[src/hdl/spm_map.svh]
// Offsets, field positions, reset values and timing counts of the self-programming block
`ifndef SPM_MAP_SVH
`define SPM_MAP_SVH

`define CTRL_STATUS_OFS        8'h00
`define STATUS_OFS             8'h04
`define CTRL_STATUS_RST        8'h00

`define BIT_PROGRAM_ENABLE     0
`define BIT_PAGE_ERASE         1
`define BIT_PAGE_WRITE         2
`define BIT_LOCK_BIT_SET       3
`define BIT_APP_READ_ENABLE    4
`define BIT_APP_BUSY           6
`define BIT_IRQ_ENABLE         7

`define CMD_PAGE_ERASE         5'h03
`define CMD_BUFFER_LOAD        5'h01
`define CMD_PAGE_WRITE         5'h05
`define CMD_LOCK_WRITE         5'h09
`define CMD_APP_READ_ENABLE    5'h11

`define PTR_FUSE_LOW           16'h0000
`define PTR_LOCK_BITS          16'h0001
`define PTR_FUSE_EXT           16'h0002
`define PTR_FUSE_HIGH          16'h0003

`define LOAD_WINDOW_CYCLES     3
`define STORE_WINDOW_CYCLES    4

`define PROG_TIME_MIN_US       3700
`define PROG_TIME_MAX_US       4500
`define RC_TICK_KHZ            1000
`define PROG_TICKS_MIN         ((`PROG_TIME_MIN_US * `RC_TICK_KHZ + 999) / 1000)
`define PROG_TICKS_MAX         ((`PROG_TIME_MAX_US * `RC_TICK_KHZ) / 1000)

`endif

[src/hdl/spm_pkg.sv]
// Types shared by the self-programming block
package spm_pkg;
	typedef enum logic [1:0] {st_idle, st_armed, st_running} seq_state_t;
	typedef enum logic [1:0] {op_none, op_erase, op_write, op_lock} flash_op_t;
endpackage : spm_pkg

[src/hdl/program_timer.sv]
// Programming-duration timer clocked by hclk and advanced by oscillator ticks
`timescale 1ns/1ps
`include "spm_map.svh"
module program_timer #(
	parameter int TICKS = `PROG_TICKS_MIN
) (
	input  wire logic hclk,
	input  wire logic hresetn,
	input  wire logic start,
	input  wire logic rc_tick,
	output logic      busy,
	output logic      done
);
	localparam int CW = $clog2(TICKS + 1);
	localparam logic [CW-1:0] LAST = CW'(TICKS - 1);

	logic [CW-1:0] tick_cnt_r;
	logic          busy_r;
	wire           last_tick = busy_r & rc_tick & (tick_cnt_r == LAST);

	// Only oscillator ticks advance the count, so the clock rate never shapes the duration
	always_ff @(posedge hclk or negedge hresetn)
	begin
		if (!hresetn)
		begin
			tick_cnt_r <= '0;
			busy_r     <= 1'b0;
		end
		else if (start && !busy_r)
		begin
			tick_cnt_r <= '0;
			busy_r     <= 1'b1;
		end
		else if (last_tick)
			busy_r <= 1'b0;
		else if (busy_r && rc_tick)
			tick_cnt_r <= tick_cnt_r + CW'(1);
	end

	assign busy = busy_r;
	assign done = last_tick;
endmodule : program_timer

[src/hdl/self_program_fuse_lock_access.sv]
// Self-programming sequencer with fuse and lock read-back, reached over AHB-Lite
`timescale 1ns/1ps
`include "spm_map.svh"
module self_program_fuse_lock_access #(
	parameter int          PROG_TICKS = `PROG_TICKS_MIN,
	parameter logic [15:0] NO_CONCURRENT_READ_SECTION_START = 16'h3800
) (
	input  wire logic        hclk,
	input  wire logic        hresetn,
	input  wire logic        hsel,
	input  wire logic [31:0] haddr,
	input  wire logic [1:0]  htrans,
	input  wire logic        hwrite,
	input  wire logic [2:0]  hsize,
	input  wire logic [31:0] hwdata,
	input  wire logic        hready,
	output logic [31:0]      hrdata,
	output logic             hreadyout,
	output logic             hresp,
	input  wire logic        sys_rst_n,
	input  wire logic        eeprom_write_active,
	input  wire logic        rc_tick,
	input  wire logic        spm_exec,
	input  wire logic        lpm_exec,
	input  wire logic [15:0] z_ptr,
	input  wire logic [15:0] spm_wdata,
	input  wire logic [7:0]  flash_rdata,
	input  wire logic [5:0]  lock_bits,
	input  wire logic [7:0]  fuse_low_byte,
	input  wire logic [7:0]  fuse_high_byte,
	input  wire logic [7:0]  fuse_extended_byte,
	output logic [7:0]       lpm_rdata,
	output logic             lpm_valid,
	output logic [15:0]      flash_rd_addr,
	output logic             flash_rd_en,
	output logic             buf_load,
	output logic             buf_clear,
	output logic [15:0]      buf_data,
	output logic [15:0]      prog_addr,
	output logic [1:0]       prog_op,
	output logic [7:0]       lock_prog_data,
	output logic             app_section_busy,
	output logic             cpu_halt,
	output logic             spm_ready_irq
);
	logic                 wr_pend_r;
	logic                 rd_pend_r;
	logic [7:0]           addr_r;
	spm_pkg::seq_state_t  state_r;
	spm_pkg::seq_state_t  state_nxt;
	spm_pkg::flash_op_t   op_r;
	logic [4:0]           cmd_r;
	logic [2:0]           win_cnt_r;
	logic                 irq_en_r;
	logic                 app_busy_r;
	logic                 halt_r;
	logic [7:0]           lpm_rdata_r;
	logic                 lpm_valid_r;
	logic                 buf_load_r;
	logic                 buf_clear_r;
	logic [15:0]          buf_data_r;
	logic [15:0]          prog_addr_r;
	logic [7:0]           lock_prog_data_r;
	logic                 timer_busy;
	logic                 timer_done;

	// Bus decode
	wire        addr_phase = hsel & hready & htrans[1];
	wire        wr_ctrl    = wr_pend_r & (addr_r == `CTRL_STATUS_OFS);
	wire [4:0]  wr_cmd     = hwdata[4:0];
	wire        armed      = (state_r == spm_pkg::st_armed);
	wire        running    = (state_r == spm_pkg::st_running);
	wire        pe_bit     = (state_r != spm_pkg::st_idle);

	// A new command is refused during an EEPROM write and while a previous one is pending
	wire cmd_ok   = wr_ctrl & ~eeprom_write_active & (state_r == spm_pkg::st_idle)
	              & wr_cmd[`BIT_PROGRAM_ENABLE];
	wire readback = (cmd_r == `CMD_LOCK_WRITE);
	wire lpm_hit  = armed & readback & lpm_exec & ~eeprom_write_active
	              & (win_cnt_r < 3'(`LOAD_WINDOW_CYCLES));
	wire spm_hit  = armed & spm_exec & (win_cnt_r < 3'(`STORE_WINDOW_CYCLES));
	wire win_end  = armed & (win_cnt_r == 3'(`STORE_WINDOW_CYCLES - 1));

	wire is_erase = spm_hit & (cmd_r == `CMD_PAGE_ERASE);
	wire is_write = spm_hit & (cmd_r == `CMD_PAGE_WRITE);
	wire is_lock  = spm_hit & (cmd_r == `CMD_LOCK_WRITE);
	wire is_load  = spm_hit & (cmd_r == `CMD_BUFFER_LOAD);
	wire is_rden  = spm_hit & (cmd_r == `CMD_APP_READ_ENABLE);
	wire is_prog  = is_erase | is_write | is_lock;
	wire in_no_concurrent_read_section  = (z_ptr >= NO_CONCURRENT_READ_SECTION_START);
	wire app_addr = ~in_no_concurrent_read_section;

	// Read-back selection by pointer
	wire [7:0] lock_byte = {2'b11, lock_bits};
	wire [7:0] readback_byte =
		(z_ptr == `PTR_LOCK_BITS) ? lock_byte :
		(z_ptr == `PTR_FUSE_LOW)  ? fuse_low_byte :
		(z_ptr == `PTR_FUSE_HIGH) ? fuse_high_byte :
		(z_ptr == `PTR_FUSE_EXT)  ? fuse_extended_byte :
		8'hff;
	// Stored values pass straight through, so zero means programmed

	// Application reads are blocked while the busy flag is set, which lasts until a read-enable clears it
	wire app_blocked = app_busy_r & app_addr;
	wire [7:0] lpm_byte = lpm_hit ? readback_byte :
	                      app_blocked ? 8'hff : flash_rdata;

	wire [7:0] ctrl_rd = {irq_en_r, app_busy_r, 1'b0,
	                      cmd_r[4] & pe_bit, cmd_r[3] & pe_bit,
	                      cmd_r[2] & pe_bit, cmd_r[1] & pe_bit, pe_bit};
	wire [7:0] stat_rd = {4'h0, eeprom_write_active, halt_r, timer_busy, armed};
	wire [31:0] rd_word = (addr_r == `CTRL_STATUS_OFS) ? {24'h0, ctrl_rd} :
	                      (addr_r == `STATUS_OFS)      ? {24'h0, stat_rd} : 32'h0;

	// Next state of the command sequencer
	always_comb
	begin
		state_nxt = state_r;
		unique case (state_r)
			spm_pkg::st_idle:
				if (cmd_ok)
					state_nxt = spm_pkg::st_armed;
			spm_pkg::st_armed:
				if (is_prog)
					state_nxt = spm_pkg::st_running;
				else if (spm_hit || lpm_hit || win_end || !sys_rst_n)
					state_nxt = spm_pkg::st_idle;
			spm_pkg::st_running:
				if (timer_done)
					state_nxt = spm_pkg::st_idle;
		endcase
	end

	always_ff @(posedge hclk or negedge hresetn)
	begin
		if (!hresetn)
		begin
			wr_pend_r <= 1'b0;
			rd_pend_r <= 1'b0;
			addr_r    <= 8'h00;
		end
		else
		begin
			wr_pend_r <= addr_phase & hwrite & (hsize == 3'h2);
			rd_pend_r <= addr_phase & ~hwrite;
			addr_r    <= addr_phase ? haddr[7:0] : addr_r;
		end
	end

	// A system reset returns an armed sequencer to idle unless a store starts programming in that cycle; idle and running ones ignore it
	always_ff @(posedge hclk or negedge hresetn)
	begin
		if (!hresetn)
		begin
			state_r   <= spm_pkg::st_idle;
			cmd_r     <= 5'h00;
			win_cnt_r <= 3'h0;
		end
		else
		begin
			state_r   <= state_nxt;
			cmd_r     <= cmd_ok ? wr_cmd : cmd_r;
			win_cnt_r <= cmd_ok ? 3'h0 : (armed ? win_cnt_r + 3'h1 : 3'h0);
		end
	end

	always_ff @(posedge hclk or negedge hresetn)
	begin
		if (!hresetn)
			irq_en_r <= 1'b0;
		else if (!sys_rst_n)
			irq_en_r <= 1'b0;
		else if (wr_ctrl)
			irq_en_r <= hwdata[`BIT_IRQ_ENABLE];
	end

	// Busy sets on any erase or write, in either section, and clears only on read-enable
	always_ff @(posedge hclk or negedge hresetn)
	begin
		if (!hresetn)
			app_busy_r <= 1'b0;
		else if (is_erase || is_write)
			app_busy_r <= 1'b1;
		else if (is_rden && !running)
			app_busy_r <= 1'b0;
	end

	always_ff @(posedge hclk or negedge hresetn)
	begin
		if (!hresetn)
		begin
			op_r        <= spm_pkg::op_none;
			halt_r      <= 1'b0;
			prog_addr_r <= 16'h0000;
		end
		else if (is_prog)
		begin
			op_r        <= is_erase ? spm_pkg::op_erase :
			               is_write ? spm_pkg::op_write : spm_pkg::op_lock;
			halt_r      <= (is_erase | is_write) & in_no_concurrent_read_section;
			prog_addr_r <= z_ptr;
		end
		else if (timer_done)
		begin
			op_r   <= spm_pkg::op_none;
			halt_r <= 1'b0;
		end
	end

	always_ff @(posedge hclk or negedge hresetn)
	begin
		if (!hresetn)
		begin
			lpm_rdata_r      <= 8'hff;
			lpm_valid_r      <= 1'b0;
			buf_load_r       <= 1'b0;
			buf_clear_r      <= 1'b0;
			buf_data_r       <= 16'h0000;
			lock_prog_data_r <= 8'hff;
		end
		else
		begin
			lpm_rdata_r      <= lpm_exec ? lpm_byte : lpm_rdata_r;
			lpm_valid_r      <= lpm_exec;
			buf_load_r       <= is_load;
			// Page buffer empties on read-enable and on a system reset
			buf_clear_r      <= is_rden | ~sys_rst_n;
			buf_data_r       <= is_load ? spm_wdata : buf_data_r;
			lock_prog_data_r <= is_lock ? spm_wdata[7:0] : lock_prog_data_r;
		end
	end

	program_timer #(
		.TICKS (PROG_TICKS)
	) u_timer (
		.hclk    (hclk),
		.hresetn (hresetn),
		.start   (is_prog),
		.rc_tick (rc_tick),
		.busy    (timer_busy),
		.done    (timer_done)
	);

	assign hrdata           = rd_pend_r ? rd_word : 32'h0;
	assign hreadyout        = 1'b1;
	assign hresp            = 1'b0;
	assign lpm_rdata        = lpm_rdata_r;
	assign lpm_valid        = lpm_valid_r;
	assign flash_rd_addr    = z_ptr;
	assign flash_rd_en      = lpm_exec & ~lpm_hit & ~app_blocked;
	assign buf_load         = buf_load_r;
	assign buf_clear        = buf_clear_r;
	assign buf_data         = buf_data_r;
	assign prog_addr        = prog_addr_r;
	assign prog_op          = op_r;
	assign lock_prog_data   = lock_prog_data_r;
	assign app_section_busy = app_busy_r;
	assign cpu_halt         = halt_r;
	assign spm_ready_irq    = irq_en_r & ~pe_bit;
endmodule : self_program_fuse_lock_access

[config.mk]
export PLATFORM = sky130hd
export DESIGN_NAME = self_program_fuse_lock_access
export DESIGN_NICKNAME = d
export VERILOG_FILES = /design/src/hdl/spm_pkg.sv /design/src/hdl/program_timer.sv /design/src/hdl/self_program_fuse_lock_access.sv
export VERILOG_INCLUDE_DIRS = /design/src /design/src/hdl
export SDC_FILE = /design/constraint.sdc
export NUM_CORES = 1
export LEC_CHECK = 0
export ABC_CLOCK_PERIOD_IN_PS = 3460
export BUFFER_PORTS_ARGS = -buffer_cell sky130_fd_sc_hd__buf_2
export CORE_MARGIN = 2
export CORE_UTILIZATION = 48
export CTS_CLUSTER_SIZE = 12
export DETAILED_ROUTE_END_ITERATION = 8
export PLACE_DENSITY_LB_ADDON = 0.05
export SYNTH_ARGS = -nofsm -noshare
export SYNTH_HDL_FRONTEND = slang
export SYNTH_SLANG_ARGS = --single-unit
[constraint.sdc]
create_clock -name hclk -period 3.46 [get_ports hclk]
set_clock_uncertainty 0.1 [all_clocks]
set_input_delay 0.346 -clock hclk [delete_from_list [all_inputs] [get_ports hclk]]
set_output_delay 0.346 -clock hclk [all_outputs]
set_load 0.02 [all_outputs]
======== Word-level counts from Yosys, hierarchy flattened ========
Cells that the tools add are included.
storage, ports and cells
  register bits ........................... 89
  output and inout port bits .............. 107
  logic and storage cells ................. 134
operators by class
  $add $sub $neg .......................... 2
  order comparisons ....................... 3
  eq/ne operators ......................... 19
  muxes and demuxes ....................... 29
  bitwise operators ....................... 42
  reductions and logical operators ........ 20
operator list
  kind                                                                                    count
  8-bit 2-to-1 mux                                                                        8
  12-bit 2-to-1 mux                                                                       3
  1-bit bitwise AND                                                                       32
  16-bit by 2-bit == test with 1-bit output (second input constant)                       2
  16-bit by 1-bit == test with 1-bit output (second input constant)                       1
  16-bit by 14-bit greater-or-equal comparator with 1-bit output (second input constant)  1
  16-bit zero test                                                                        1
  12-bit by 1-bit adder with 12-bit output (second input constant)                        1
  12-bit == test (second input constant)                                                  1
  2-bit 2-to-1 mux                                                                        6
  2-bit nonzero test                                                                      5
  8-bit by 3-bit == test with 1-bit output (second input constant)                        1
  8-bit zero test                                                                         1
  1-bit 2-to-1 mux                                                                        8
  1-bit NOT                                                                               7
  3-bit by 2-bit == test with 1-bit output (second input constant)                        2
  3-bit 2-to-1 mux                                                                        2
  2-bit one-hot mux with 3 select lines                                                   1
  5-bit by 1-bit == test with 1-bit output (second input constant)                        1
  5-bit by 2-bit == test with 1-bit output (second input constant)                        1
  5-bit by 3-bit == test with 1-bit output (second input constant)                        1
  5-bit by 4-bit == test with 1-bit output (second input constant)                        1
  5-bit == test (second input constant)                                                   1
  1-bit logical OR                                                                        4
  15 further kinds                                                                        23

======== Longest topological paths before layout ========
Gate-level depths: netlist (run 1).
  depth in word-level cells ............... 11
  mapped depth ............................ 8
  gate-level depth less buffers ........... 7

======== Cells and area by module ========
From an unflattened synthesis (run 1), not the netlist that was laid out.
second synthesis, totals
  cell total of the unflattened synthesis .. 424
  area, all modules ....................... 4,784.6 µm²
by module, submodules not included
  module                         instances  cells each  area an instance (µm²)
  self_program_fuse_lock_access  1          345         3,985.1
  program_timer                  1          79          799.5

======== Worst setup path before layout (run 1) ========
Ideal clock, no wire load.
  path kind ............................... reg2out
  from .................................... register addr_r[5]
  to ...................................... output hrdata[0]
  data arrival time ....................... 1.791 ns
  slack ................................... 1.223 ns
  cell stages (with the launch flop) ...... 5
  buffers on the path ..................... 0
  cell sequence ........................... dfrtp_1 -> or4_4 -> nor4_1 -> a22oi_1 -> nor2b_1
on the way
  word-level cells in the longest chain between the ends .. 4
  elaborated cells on any way between the ends .. 5
  classes of those cells .................. 1 x eq/ne; 3 x mux; 1 x reduce/logical
ends and longest elaborated chain
  what                                                       RTL line                              text
  start, declared                                            self_program_fuse_lock_access.sv:48   logic [7:0] addr_r;
  start signal, assigned                                     self_program_fuse_lock_access.sv:146  addr_r <= addr_phase ? haddr[7:0] : addr_r;
  8-bit by 3-bit == test with 1-bit output (no source line)  -
  4-bit 2-to-1 mux                                           self_program_fuse_lock_access.sv:113  (addr_r == `STATUS_OFS) ? {24'h0, stat_rd} : 32'h0;
  8-bit 2-to-1 mux (*)                                       self_program_fuse_lock_access.sv:112  wire [31:0] rd_word = (addr_r == `CTRL_STATUS_OFS) ? {24'h0, ctrl_rd} :
  8-bit 2-to-1 mux (*)                                       self_program_fuse_lock_access.sv:244  assign hrdata = rd_pend_r ? rd_word : 32'h0;
  end, declared                                              self_program_fuse_lock_access.sv:17   output logic [31:0] hrdata,
Mark *: on every way between the ends. The rest lies on a longest branch, timed or not.

======== Worst setup path in the final report (run 1) ========
Same ends and word-level chain as after synthesis.

==> reports/qor.log, run 1 <==
INFO  global_route   globalRouteTotalUtil=0.198
INFO  layout         num-fill-cells=772
INFO  logic_synthesis syn-mean-instance-area=11.3um2
INFO  pwr            power_share_of_the_clock_group=0.321
INFO  logic_synthesis post_synthesis_cell_count=398
INFO  layout         multi_input_comb_area=0.00195mm2
INFO  placement      placed_area=0.00528mm2
INFO  drt            drtIter0Drc=108
INFO  layout         drive_above_1_share=0.492
INFO  logic_synthesis ys_types=52
INFO  global_route   grt_first_pass_wirelength=15.9mm
INFO  layout         regArea=0.00225mm2
INFO  cts            clock_tree.root_cell=clkbuf_8
INFO  logic_synthesis synth_enable_flop_cells=0
INFO  layout         finalNetCount=715
INFO  cts            cts.sink_count=89
INFO  drt            route.final.wire_length=10.2mm
INFO  timing         max_slew_margin=0.499
INFO  placement      place.port_buffers=177
INFO  layout         synthToLayoutAreaGrowth=22.0%
INFO  timing         timing.fmax=361MHz
INFO  flow_run       maxCapViolCount=0
INFO  placement      detailed_place_hpwl=7.79mm
INFO  floorplanning  placeableCoreArea=0.00915mm2
INFO  drt            per_cell_via_count_in_the_routed_design=5.14
INFO  logic_synthesis synth.ff_latch_count=89
INFO  cts            cts_made_buffers=9
INFO  pwr            leakage=2.88nW
INFO  timing         rsz_0062_raised_after_global_routing=false
INFO  logic_synthesis synthArstFlopShare=1.00
INFO  global_route   grt_max_degree=61
INFO  setup_path     end_kind=output pin
INFO  setup_path     crit_path_max_fanout=4
INFO  setup_path     cp.required=3.01ns
INFO  drt            drcViolationCount=0
INFO  pwr            power_switching_share=0.271
INFO  cts            clock_transition_at_the_registers_of_the_reported_paths=0.09ns
INFO  timing         timing_worst_slew_pin_value=0.752ns
INFO  timing         post-route-min-period=2.77ns
INFO  cts            count_of_h_tree_levels_built_during_cts=3
INFO  global_route   grt_util_met3=0.0444
INFO  logic_synthesis synthTopCellsByCount=73 x dfrtp_1, 52 x mux2_2, 44 x buf_4
INFO  global_route   grt_overflow=0
INFO  logic_synthesis ys.warnings.count=0
INFO  cts            cts_buffer_depth=2
INFO  drt            drt-wirelength-per-cell=15.1um
INFO  pwr            power_density=403mW/mm2
INFO  logic_synthesis leading_cell_type_by_number_of_instances_after_synthesis=dfrtp_1
INFO  layout         final_core_utilization=0.600
INFO  global_route   first_global_vias=3428
INFO  placement      gp_congestion=0.827
INFO  floorplanning  dieArea=0.0102mm2
INFO  logic_synthesis synth.cell_area=0.00450mm2
INFO  timing         setup_viol=0
INFO  floorplanning  fp.dieW=101um
INFO  pwr            power_spent_charging_and_discharging_nets=0.600mW
INFO  global_route   antenna_found_initial=0
INFO  cts            clk_latency=0.34ns
INFO  pwr            internal_power=1.61mW
INFO  layout         final_cells=676
INFO  drt            drtAntennaViolNets=0
INFO  placement      placedCellCount=659
INFO  hold_path      hold_path_class=input port to flop
INFO  pwr            peakVddDrop=256uV
INFO  logic_synthesis seq_area_frac_synth=0.499
INFO  floorplanning  fp.dieH=101um
INFO  status         run_status=finished clean
INFO  timing         fin_crit_sh=0.801
INFO  drt            drt-pass1-iter-count=4
INFO  setup_path     critPathKind=flop to output pin
INFO  setup_path     worst_setup_path_start_kind=flop
INFO  logic_synthesis synth_top_area_frac=0.406
INFO  logic_synthesis netlist.top_cell.by_area=dfrtp_1
INFO  logic_synthesis synth_flop_cell=dfrtp_1
INFO  layout         final_area=0.00549mm2
INFO  global_route   grt_most_used_layer=met2
INFO  drt            vias=3475
INFO  layout         antennaDiodeCount=0
INFO  timing         hold_viol=0
INFO  floorplanning  placementRows=35
INFO  global_route   grt_util_met1=0.241
INFO  logic_synthesis ys_top_cells_by_area=dfrtp_1 41%, mux2_2 13%, dfstp_2 9.3%
INFO  floorplanning  io_pins=256
INFO  floorplanning  initial_utilization=0.492
INFO  cts            cts_tree=built
INFO  setup_path     cp.arrival=2.33ns
INFO  timing         slew_violations=0
INFO  cts            cts.repair.resized=0
INFO  timing         totalNegativeSetupSlack=0ns
INFO  pwr            pwr-share-seq=0.514
INFO  global_route   gr-usage-met2=0.352
INFO  pwr            power_frac_comb=0.165
==> worst max-delay path, stage by stage, from the launching register on <==
cell,delay [ns]
dfrtp_1,0.38
or4_4,0.56
nor4_1,0.56
a22oi_1,0.15
nor2b_1,0.15
buf_2,0.18
==> stage by stage <==
| stage | total power, mW | setup WS [ns] | hold WS, ns |
|---|---|---|---|
| 4_1_cts | 2.24 | 0.690 | 0.0435 |
| 3_5_place_dp | 1.53 | 1.08 | 0.354 |
| 6_report | 2.21 | 0.687 | 0.0613 |
| 5_1_grt | 2.33 | 0.524 | 0.0423 |
| 2_1_floorplan | 1.41 | 1.22 | -0.0496 |
| 3_3_place_gp | 1.51 | 1.12 | 0.346 |
==> registers in the layout, indices dropped and copies added (netlist names), 2 cells and up <==
register / cells
state_r: 2
prog_addr: 16
lpm_rdata: 8
addr_r: 8
u_timer.tick_cnt_r: 12
cmd_r: 5
win_cnt_r: 3
prog_op: 2
buf_data: 16
lock_prog_data: 8
==> cells in the final DEF (no fill, tap or decap), types with 7 or more instances in the layout <==
cell type | Yosys | routed
a21oi_1 | 11 | 11
buf_2 | 2 | 176
clkbuf_8 | 0 | 10
mux2i_1 | 10 | 10
dfrtp_1 | 73 | 73
dfstp_2 | 16 | 16
mux2_2 | 52 | 52
nand2_1 | 21 | 21
conb_1 | 2 | 27
inv_1 | 7 | 7
nand3_1 | 12 | 12
nor2_1 | 40 | 40
==> routing by layer <==
layer	vias up	share of wire
met5	-	0
met4	0	0.0079
met3	6	0.057
met2	111	0.52
met1	1694	0.41
li1	1664	-
==> logic make-up (layout without fill, tap and decap cells) <==
kind of cell               count (synthesis)  after routing  synth area share
AOI/OAI and AO/OA                         47             47            0.0781
xor gates and xnor gates                  12             12            0.0233
adders and majority gates                  6              6            0.0167
buffers and inverters                     63            205            0.0897
DFF                                       89             89             0.499
muxes                                     62             62             0.152
other                                      2             27           0.00167
and+or+nand+nor                          117            117             0.139
==> power groups by stage <==
stage | registers, mW | clock network (mW) | logic [mW]
6_report | 1.14 | 0.710 | 0.365
4_1_cts | 1.14 | 0.734 | 0.370
3_3_place_gp | 1.16 | 0 | 0.359
5_1_grt | 1.15 | 0.781 | 0.404
3_5_place_dp | 1.16 | 0 | 0.369
2_1_floorplan | 1.18 | 0 | 0.231
==> final cells by class <==
cell class / instances / area share
Sequential cell: 89 / 0.409
Multi-Input combinational cell: 271 / 0.355
Timing Repair Buffer: 182 / 0.169
Clock buffer: 12 / 0.0264
Tap cell: 111 / 0.0253
Clock inverter: 4 / 0.00980
Inverter: 7 / 0.00478
==> path summary, 6_finish.rpt <==
path | end | cells past startpoint | slack, ns | startpoint
min in group asynchronous | prog_addr[6] | 2 | 0.51 | hresetn
worst min register to register | win_cnt_r[0] | 1 | 0.36 | win_cnt_r[0]
worst min-delay path | rd_pend_r | 2 | 0.06 | hwrite
max in group asynchronous | lock_prog_data[0] | 3 | 1.95 | hresetn
worst max-delay path | hrdata[0] | 5 | 0.69 | addr_r[5]
worst max register to register | u_timer.tick_cnt_r[8] | 7 | 1.10 | state_r[1]
==> what timing repair did <==
item	CTS	global route
hold buffers	1	0
setup buffers	0	0
hold endpoints to repair	31	0
endpoints found under the setup margin	0	0
Power figures use the tool's default switching activity.
==> inputs of run 2 (changes only) <==
ABC_CLOCK_PERIOD_IN_PS = 2660   (was 3460)
CORE_UTILIZATION = 45   (was 48)
clock period = 2.66 ns   (was 3.46 ns; I/O delays follow)
==> reports/qor.log, run 2 (synthesis gave the netlist of run 1 again) <==
INFO  status         run_status=finished clean
INFO  setup_path     end_kind=output pin
INFO  layout         drive_above_1_share=0.496
INFO  setup_path     cp.required=2.29ns
INFO  drt            drcViolationCount=0
INFO  layout         antennaDiodeCount=0
INFO  setup_path     crit_path_max_fanout=4
INFO  setup_path     worst_setup_path_start_kind=flop
INFO  timing         hold_viol=0
INFO  floorplanning  fp.dieH=104um
INFO  pwr            peakVddDrop=286uV
INFO  placement      placedCellCount=685
INFO  cts            cts_tree=built
INFO  drt            per_cell_via_count_in_the_routed_design=4.98
INFO  cts            clock_tree.root_cell=clkbuf_8
INFO  setup_path     critical-path-top-delay-family=simple AND/OR/NAND/NOR gates
INFO  placement      place_worst_setup_slack=0.405ns
INFO  floorplanning  initial_utilization=0.463
INFO  global_route   grt_max_degree=46
INFO  global_route   grt_first_pass_wirelength=17.3mm
INFO  setup_path     critical_path.n_buffers_inverters=2
INFO  drt            route.final.wire_length=10.4mm
INFO  pwr            power_frac_comb=0.153
INFO  layout         synthToLayoutAreaGrowth=25.1%
INFO  drt            drtIter0Drc=128
INFO  setup_path     cp.arrival=2.09ns
INFO  pwr            internal_power=2.36mW
INFO  setup_path     worstPathCellList=or4_4, nor4_1, buf_4, a22oi_1, nor2_1, buf_2
INFO  cts            cts.sink_count=89
INFO  global_route   first_global_vias=3508
INFO  layout         mostFrequentLayoutCell=buf_2
INFO  timing         final.setup.worst_slack=0.202ns
INFO  timing         post-route-min-period=2.46ns
INFO  flow_run       maxCapViolCount=0
INFO  floorplanning  placeableCoreArea=0.00973mm2
INFO  timing         rsz_0062_raised_after_global_routing=false
INFO  pwr            power_share_of_the_clock_group=0.378
INFO  drt            drt-pass1-iter-count=5
INFO  setup_path     worst_path_max_delay_cell=or4_4
INFO  floorplanning  fp.dieW=104um
INFO  pwr            leakage=2.94nW
INFO  cts            clk_latency=0.36ns
INFO  drt            drtAntennaViolNets=0
INFO  global_route   antenna_found_initial=0
INFO  global_route   globalRouteTotalUtil=0.198
INFO  setup_path     critPathKind=flop to output pin
INFO  hold_path      hold_path_class=input port to flop
INFO  timing         setup_viol=0
INFO  global_route   grt_overflow=0
INFO  floorplanning  placementRows=36
INFO  timing         max_slew_margin=0.593
INFO  floorplanning  dieArea=0.0108mm2
INFO  drt            drt-wirelength-per-cell=14.8um
INFO  timing         slew_violations=0
INFO  placement      detailed_place_hpwl=7.93mm
INFO  placement      gp_congestion=0.821
INFO  cts            clock_transition_at_the_registers_of_the_reported_paths=0.09ns
INFO  layout         layout.cells.most_common_list=176 x buf_2, 73 x dfrtp_1, 52 x mux2_2
INFO  cts            cts_buffer_depth=2
INFO  pwr            power_density=560mW/mm2
INFO  cts            count_of_h_tree_levels_built_during_cts=3
INFO  placement      place.port_buffers=177
INFO  cts            cts_post_setup_buffers_inserted=0
INFO  timing         timing.fmax=407MHz
INFO  pwr            pwr-share-seq=0.469
INFO  timing         fin_crit_sh=0.924
INFO  pwr            power_switching_share=0.251
INFO  timing         totalNegativeSetupSlack=0ns
INFO  layout         finalNetCount=720
INFO  pwr            power_spent_charging_and_discharging_nets=0.793mW
INFO  cts            cts_made_buffers=9
INFO  floorplanning  io_pins=256
INFO  drt            vias=3504
INFO  setup_path     slowest_delay=0.56ns
INFO  layout         final_cells=703
INFO  timing         timing_worst_slew_pin_value=0.611ns
==> run 2: final cells by class <==
cell class / count / area [um2]
Fill cell: 895 / 4100
Sequential cell: 89 / 2250
Multi-Input combinational cell: 271 / 1950
Timing Repair Buffer: 187 / 981
Tap cell: 133 / 166
Clock buffer: 11 / 131
Clock inverter: 5 / 128
Inverter: 7 / 26.3
==> run 2: power by group through the flow <==
stage | Combinational, mW | Clock (mW) | Sequential [mW]
2_1_floorplan | 0.300 | 0 | 1.53
3_3_place_gp | 0.473 | 0 | 1.50
3_5_place_dp | 0.486 | 0 | 1.51
4_1_cts | 0.488 | 1.22 | 1.48
5_1_grt | 0.535 | 1.29 | 1.49
6_report | 0.483 | 1.19 | 1.48
==> run 2: routing by layer <==
metal	wire, um	vias up	GRT usage
li1	-	1671	-
met1	4430	1695	0.251
met2	5080	122	0.325
met3	677	16	0.0464
met4	190	0	0.0840
met5	0	-	0
==> run 2: repair_timing <==
item	CTS	global route
resized for setup	0	1
endpoints found under the hold margin	38	0
endpoints found under the setup margin	0	1
hold buffers	2	0
==> run 2: metrics by stage <==
stage / hold WS [ns] / util / cell area (um2) / total power [mW]
finish: 0.0199 / 0.579 / 5630 / 3.15
global route: 0.0261 / 0.579 / 5630 / 3.31
CTS: 0.00351 / 0.579 / 5630 / 3.19
detailed placement: 0.219 / 0.550 / 5350 / 1.99
global placement: 0.212 / 0.550 / 5350 / 1.98
floorplan: -0.130 / - / 4600 / 1.83
==> run 2: worst reg2reg max path, cell delays in order, from the launching register on <==
cell and delay [ns]:
dfrtp_1 0.38, or4_4 0.56, nor2_4 0.27, nand4_4 0.22
a221o_1 0.44, a21o_1 0.19
==> run 2: worst paths after layout <==
path                                    from                    end  slack, ns  cells past startpoint
worst max-delay path               addr_r[5]              hrdata[1]       0.20                      6
worst min-delay path               sys_rst_n              buf_clear       0.02                      2
worst max register to register     addr_r[5]             state_r[1]       0.41                      5
worst min register to register  win_cnt_r[0]           win_cnt_r[0]       0.36                      1
max in group asynchronous            hresetn      lock_prog_data[3]       1.40                      3
min in group asynchronous            hresetn  u_timer.tick_cnt_r[3]       0.35                      2
==> inputs of run 3 (changes only) <==
CORE_UTILIZATION = 46   (was 45)
CTS_BUF_LIST = sky130_fd_sc_hd__clkbuf_4   (was default)
==> reports/qor.log, run 3 (synthesis gave the netlist of run 1 again) <==
INFO  pwr            power_density=458mW/mm2
INFO  layout         final_cells=755
INFO  setup_path     crit-reg2reg-capture=state_r[1]
INFO  cts            count_of_h_tree_levels_built_during_cts=3
INFO  timing         totalNegativeSetupSlack=0ns
INFO  timing         timing_worst_slew_pin_value=0.537ns
INFO  setup_path     cp.required=2.29ns
INFO  floorplanning  fp.dieW=103um
INFO  drt            drtIter0Drc=178
INFO  setup_path     slowest_delay=0.56ns
INFO  floorplanning  placeableCoreArea=0.00964mm2
INFO  placement      place_worst_setup_slack=0.416ns
INFO  pwr            power_share_of_the_clock_group=0.268
INFO  drt            drt-wirelength-per-cell=14.4um
INFO  global_route   first_global_vias=3444
INFO  setup_path     crit_path_max_fanout=4
INFO  floorplanning  placementRows=36
INFO  cts            clock_transition_at_the_registers_of_the_reported_paths=0.15ns
INFO  floorplanning  dieArea=0.0106mm2
INFO  setup_path     end_kind=output pin
INFO  hold_path      hold_path_class=input port to flop
INFO  pwr            pwr-share-seq=0.535
INFO  drt            per_cell_via_count_in_the_routed_design=4.90
INFO  setup_path     timing.critical_path.to=hrdata[2]
INFO  layout         finalNetCount=772
INFO  setup_path     cp.arrival=2.15ns
INFO  drt            drt-pass1-iter-count=4
INFO  pwr            internal_power=1.98mW
INFO  floorplanning  io_pins=256
INFO  layout         drive_above_1_share=0.458
INFO  pwr            power_switching_share=0.285
INFO  placement      place.port_buffers=177
INFO  status         run_status=finished clean
INFO  cts            cts_made_buffers=9
INFO  layout         antennaDiodeCount=0
INFO  timing         fin_crit_sh=0.947
INFO  floorplanning  fp.dieH=103um
INFO  timing         post-route-min-period=2.52ns
INFO  setup_path     worst_path_max_delay_cell=or4_4
INFO  cts            clk_latency=0.41ns
INFO  drt            route.final.wire_length=10.9mm
INFO  timing         setup_viol=0
INFO  global_route   globalRouteTotalUtil=0.198
INFO  flow_run       maxCapViolCount=0
INFO  cts            cts.sink_count=89
INFO  setup_path     worst-r2r-setup-slack=0.39ns
INFO  global_route   grt_first_pass_wirelength=16.4mm
INFO  setup_path     worst_setup_path_start_kind=flop
INFO  layout         num-fill-cells=805
INFO  timing         slew_violations=0
INFO  placement      placedCellCount=685
INFO  timing         max_slew_margin=0.641
INFO  timing         timing.fmax=397MHz
INFO  pwr            peakVddDrop=361uV
INFO  pwr            leakage=3.10nW
INFO  global_route   grt_max_degree=37
INFO  setup_path     worstPathCellList=or4_4, nor4_2, buf_4, a22oi_1, nor2_1, buf_2
INFO  global_route   antenna_found_initial=0
INFO  layout         mostFrequentLayoutCell=buf_2
INFO  cts            cts_buffer_depth=2
INFO  placement      detailed_place_hpwl=7.73mm
INFO  floorplanning  initial_utilization=0.467
INFO  timing         final.setup.worst_slack=0.142ns
INFO  pwr            power_frac_comb=0.197
INFO  cts            cts_tree=built
INFO  layout         synthToLayoutAreaGrowth=34.1%
INFO  setup_path     r2r.worst_path.cells=5
INFO  drt            vias=3697
INFO  drt            drcViolationCount=0
INFO  timing         hold_viol=0
INFO  drt            drtAntennaViolNets=0
INFO  setup_path     rr_startpoint=addr_r[5]
INFO  global_route   grt_overflow=0
INFO  pwr            power_spent_charging_and_discharging_nets=0.788mW
INFO  cts            clock_tree.root_cell=clkbuf_4
INFO  placement      gp_congestion=0.848
INFO  setup_path     critPathKind=flop to output pin
INFO  timing         rsz_0062_raised_after_global_routing=false
INFO  layout         layout.cells.most_common_list=176 x buf_2, 73 x dfrtp_1, 54 x dlygate4sd3_1
INFO  setup_path     critPathLaunch=addr_r[5]
run 3: layout make-up:
cell class,count,area [um2],area share
tap,133,166,0.0276
clock inverter,7,70.1,0.0116
sequential,89,2250,0.372
inverter,7,26.3,0.00435
multi-input combinational,271,1960,0.325
clock buffer,9,67.6,0.0112
timing repair buffer,239,1500,0.249
run 3: worst min-delay path by stage:
stage | startpoint | end | slack (ns) | cells after the start
2_1_floorplan | hresetn | addr_r[0] | -0.13 | 0
3_3_place_gp | hresetn | u_timer.tick_cnt_r[9] | 0.13 | 1
3_5_place_dp | hresetn | u_timer.tick_cnt_r[9] | 0.13 | 1
4_1_cts | lock_bits[3] | lpm_rdata[3] | 0.0002 | 2
5_1_grt | z_ptr[14] | prog_addr[14] | 0.005 | 2
6_report | flash_rdata[1] | lpm_rdata[1] | 0.03 | 2
run 3: what timing repair did:
action | 4_1_cts | 5_1_grt
setup endpoints to repair | 0 | 5
buffers inserted | 0 | 0
hold buffers | 48 | 6
gates resized for setup | 0 | 2
hold endpoints to repair | 83 | 6
run 3: through the flow:
step / total power [mW] / utilization / instance area, um2 / hold WS, ns
2_1_floorplan: 1.83 / - / 4600 / -0.130
3_5_place_dp: 1.99 / 0.555 / 5350 / 0.128
5_1_grt: 2.93 / 0.627 / 6040 / 0.00482
4_1_cts: 2.79 / 0.619 / 5970 / 0.000183
3_3_place_gp: 1.97 / 0.555 / 5350 / 0.127
6_report: 2.77 / 0.627 / 6040 / 0.0297
run 3: layer usage:
layer | global-route usage | vias to the layer above | share of wire
li1 | - | 1787 | -
met1 | 0.251 | 1763 | 0.42
met2 | 0.331 | 127 | 0.50
met3 | 0.0508 | 20 | 0.055
met4 | 0.0678 | 0 | 0.021
met5 | 0 | - | 0
run 3: worst max-delay path: cells and delay by family (launching register included):
kind,cells,cell delay [ns]
flops,1,0.40
compound gates,1,0.06
buf+inv,2,0.35
simple gates,3,0.93
run 3: power by group through the flow:
| stage | clock network (mW) | logic [mW] | registers, mW |
|---|---|---|---|
| 3_3_place_gp | 0 | 0.472 | 1.50 |
| 6_report | 0.742 | 0.544 | 1.48 |
| 2_1_floorplan | 0 | 0.300 | 1.53 |
| 4_1_cts | 0.768 | 0.538 | 1.48 |
| 3_5_place_dp | 0 | 0.482 | 1.51 |
| 5_1_grt | 0.829 | 0.609 | 1.49 |
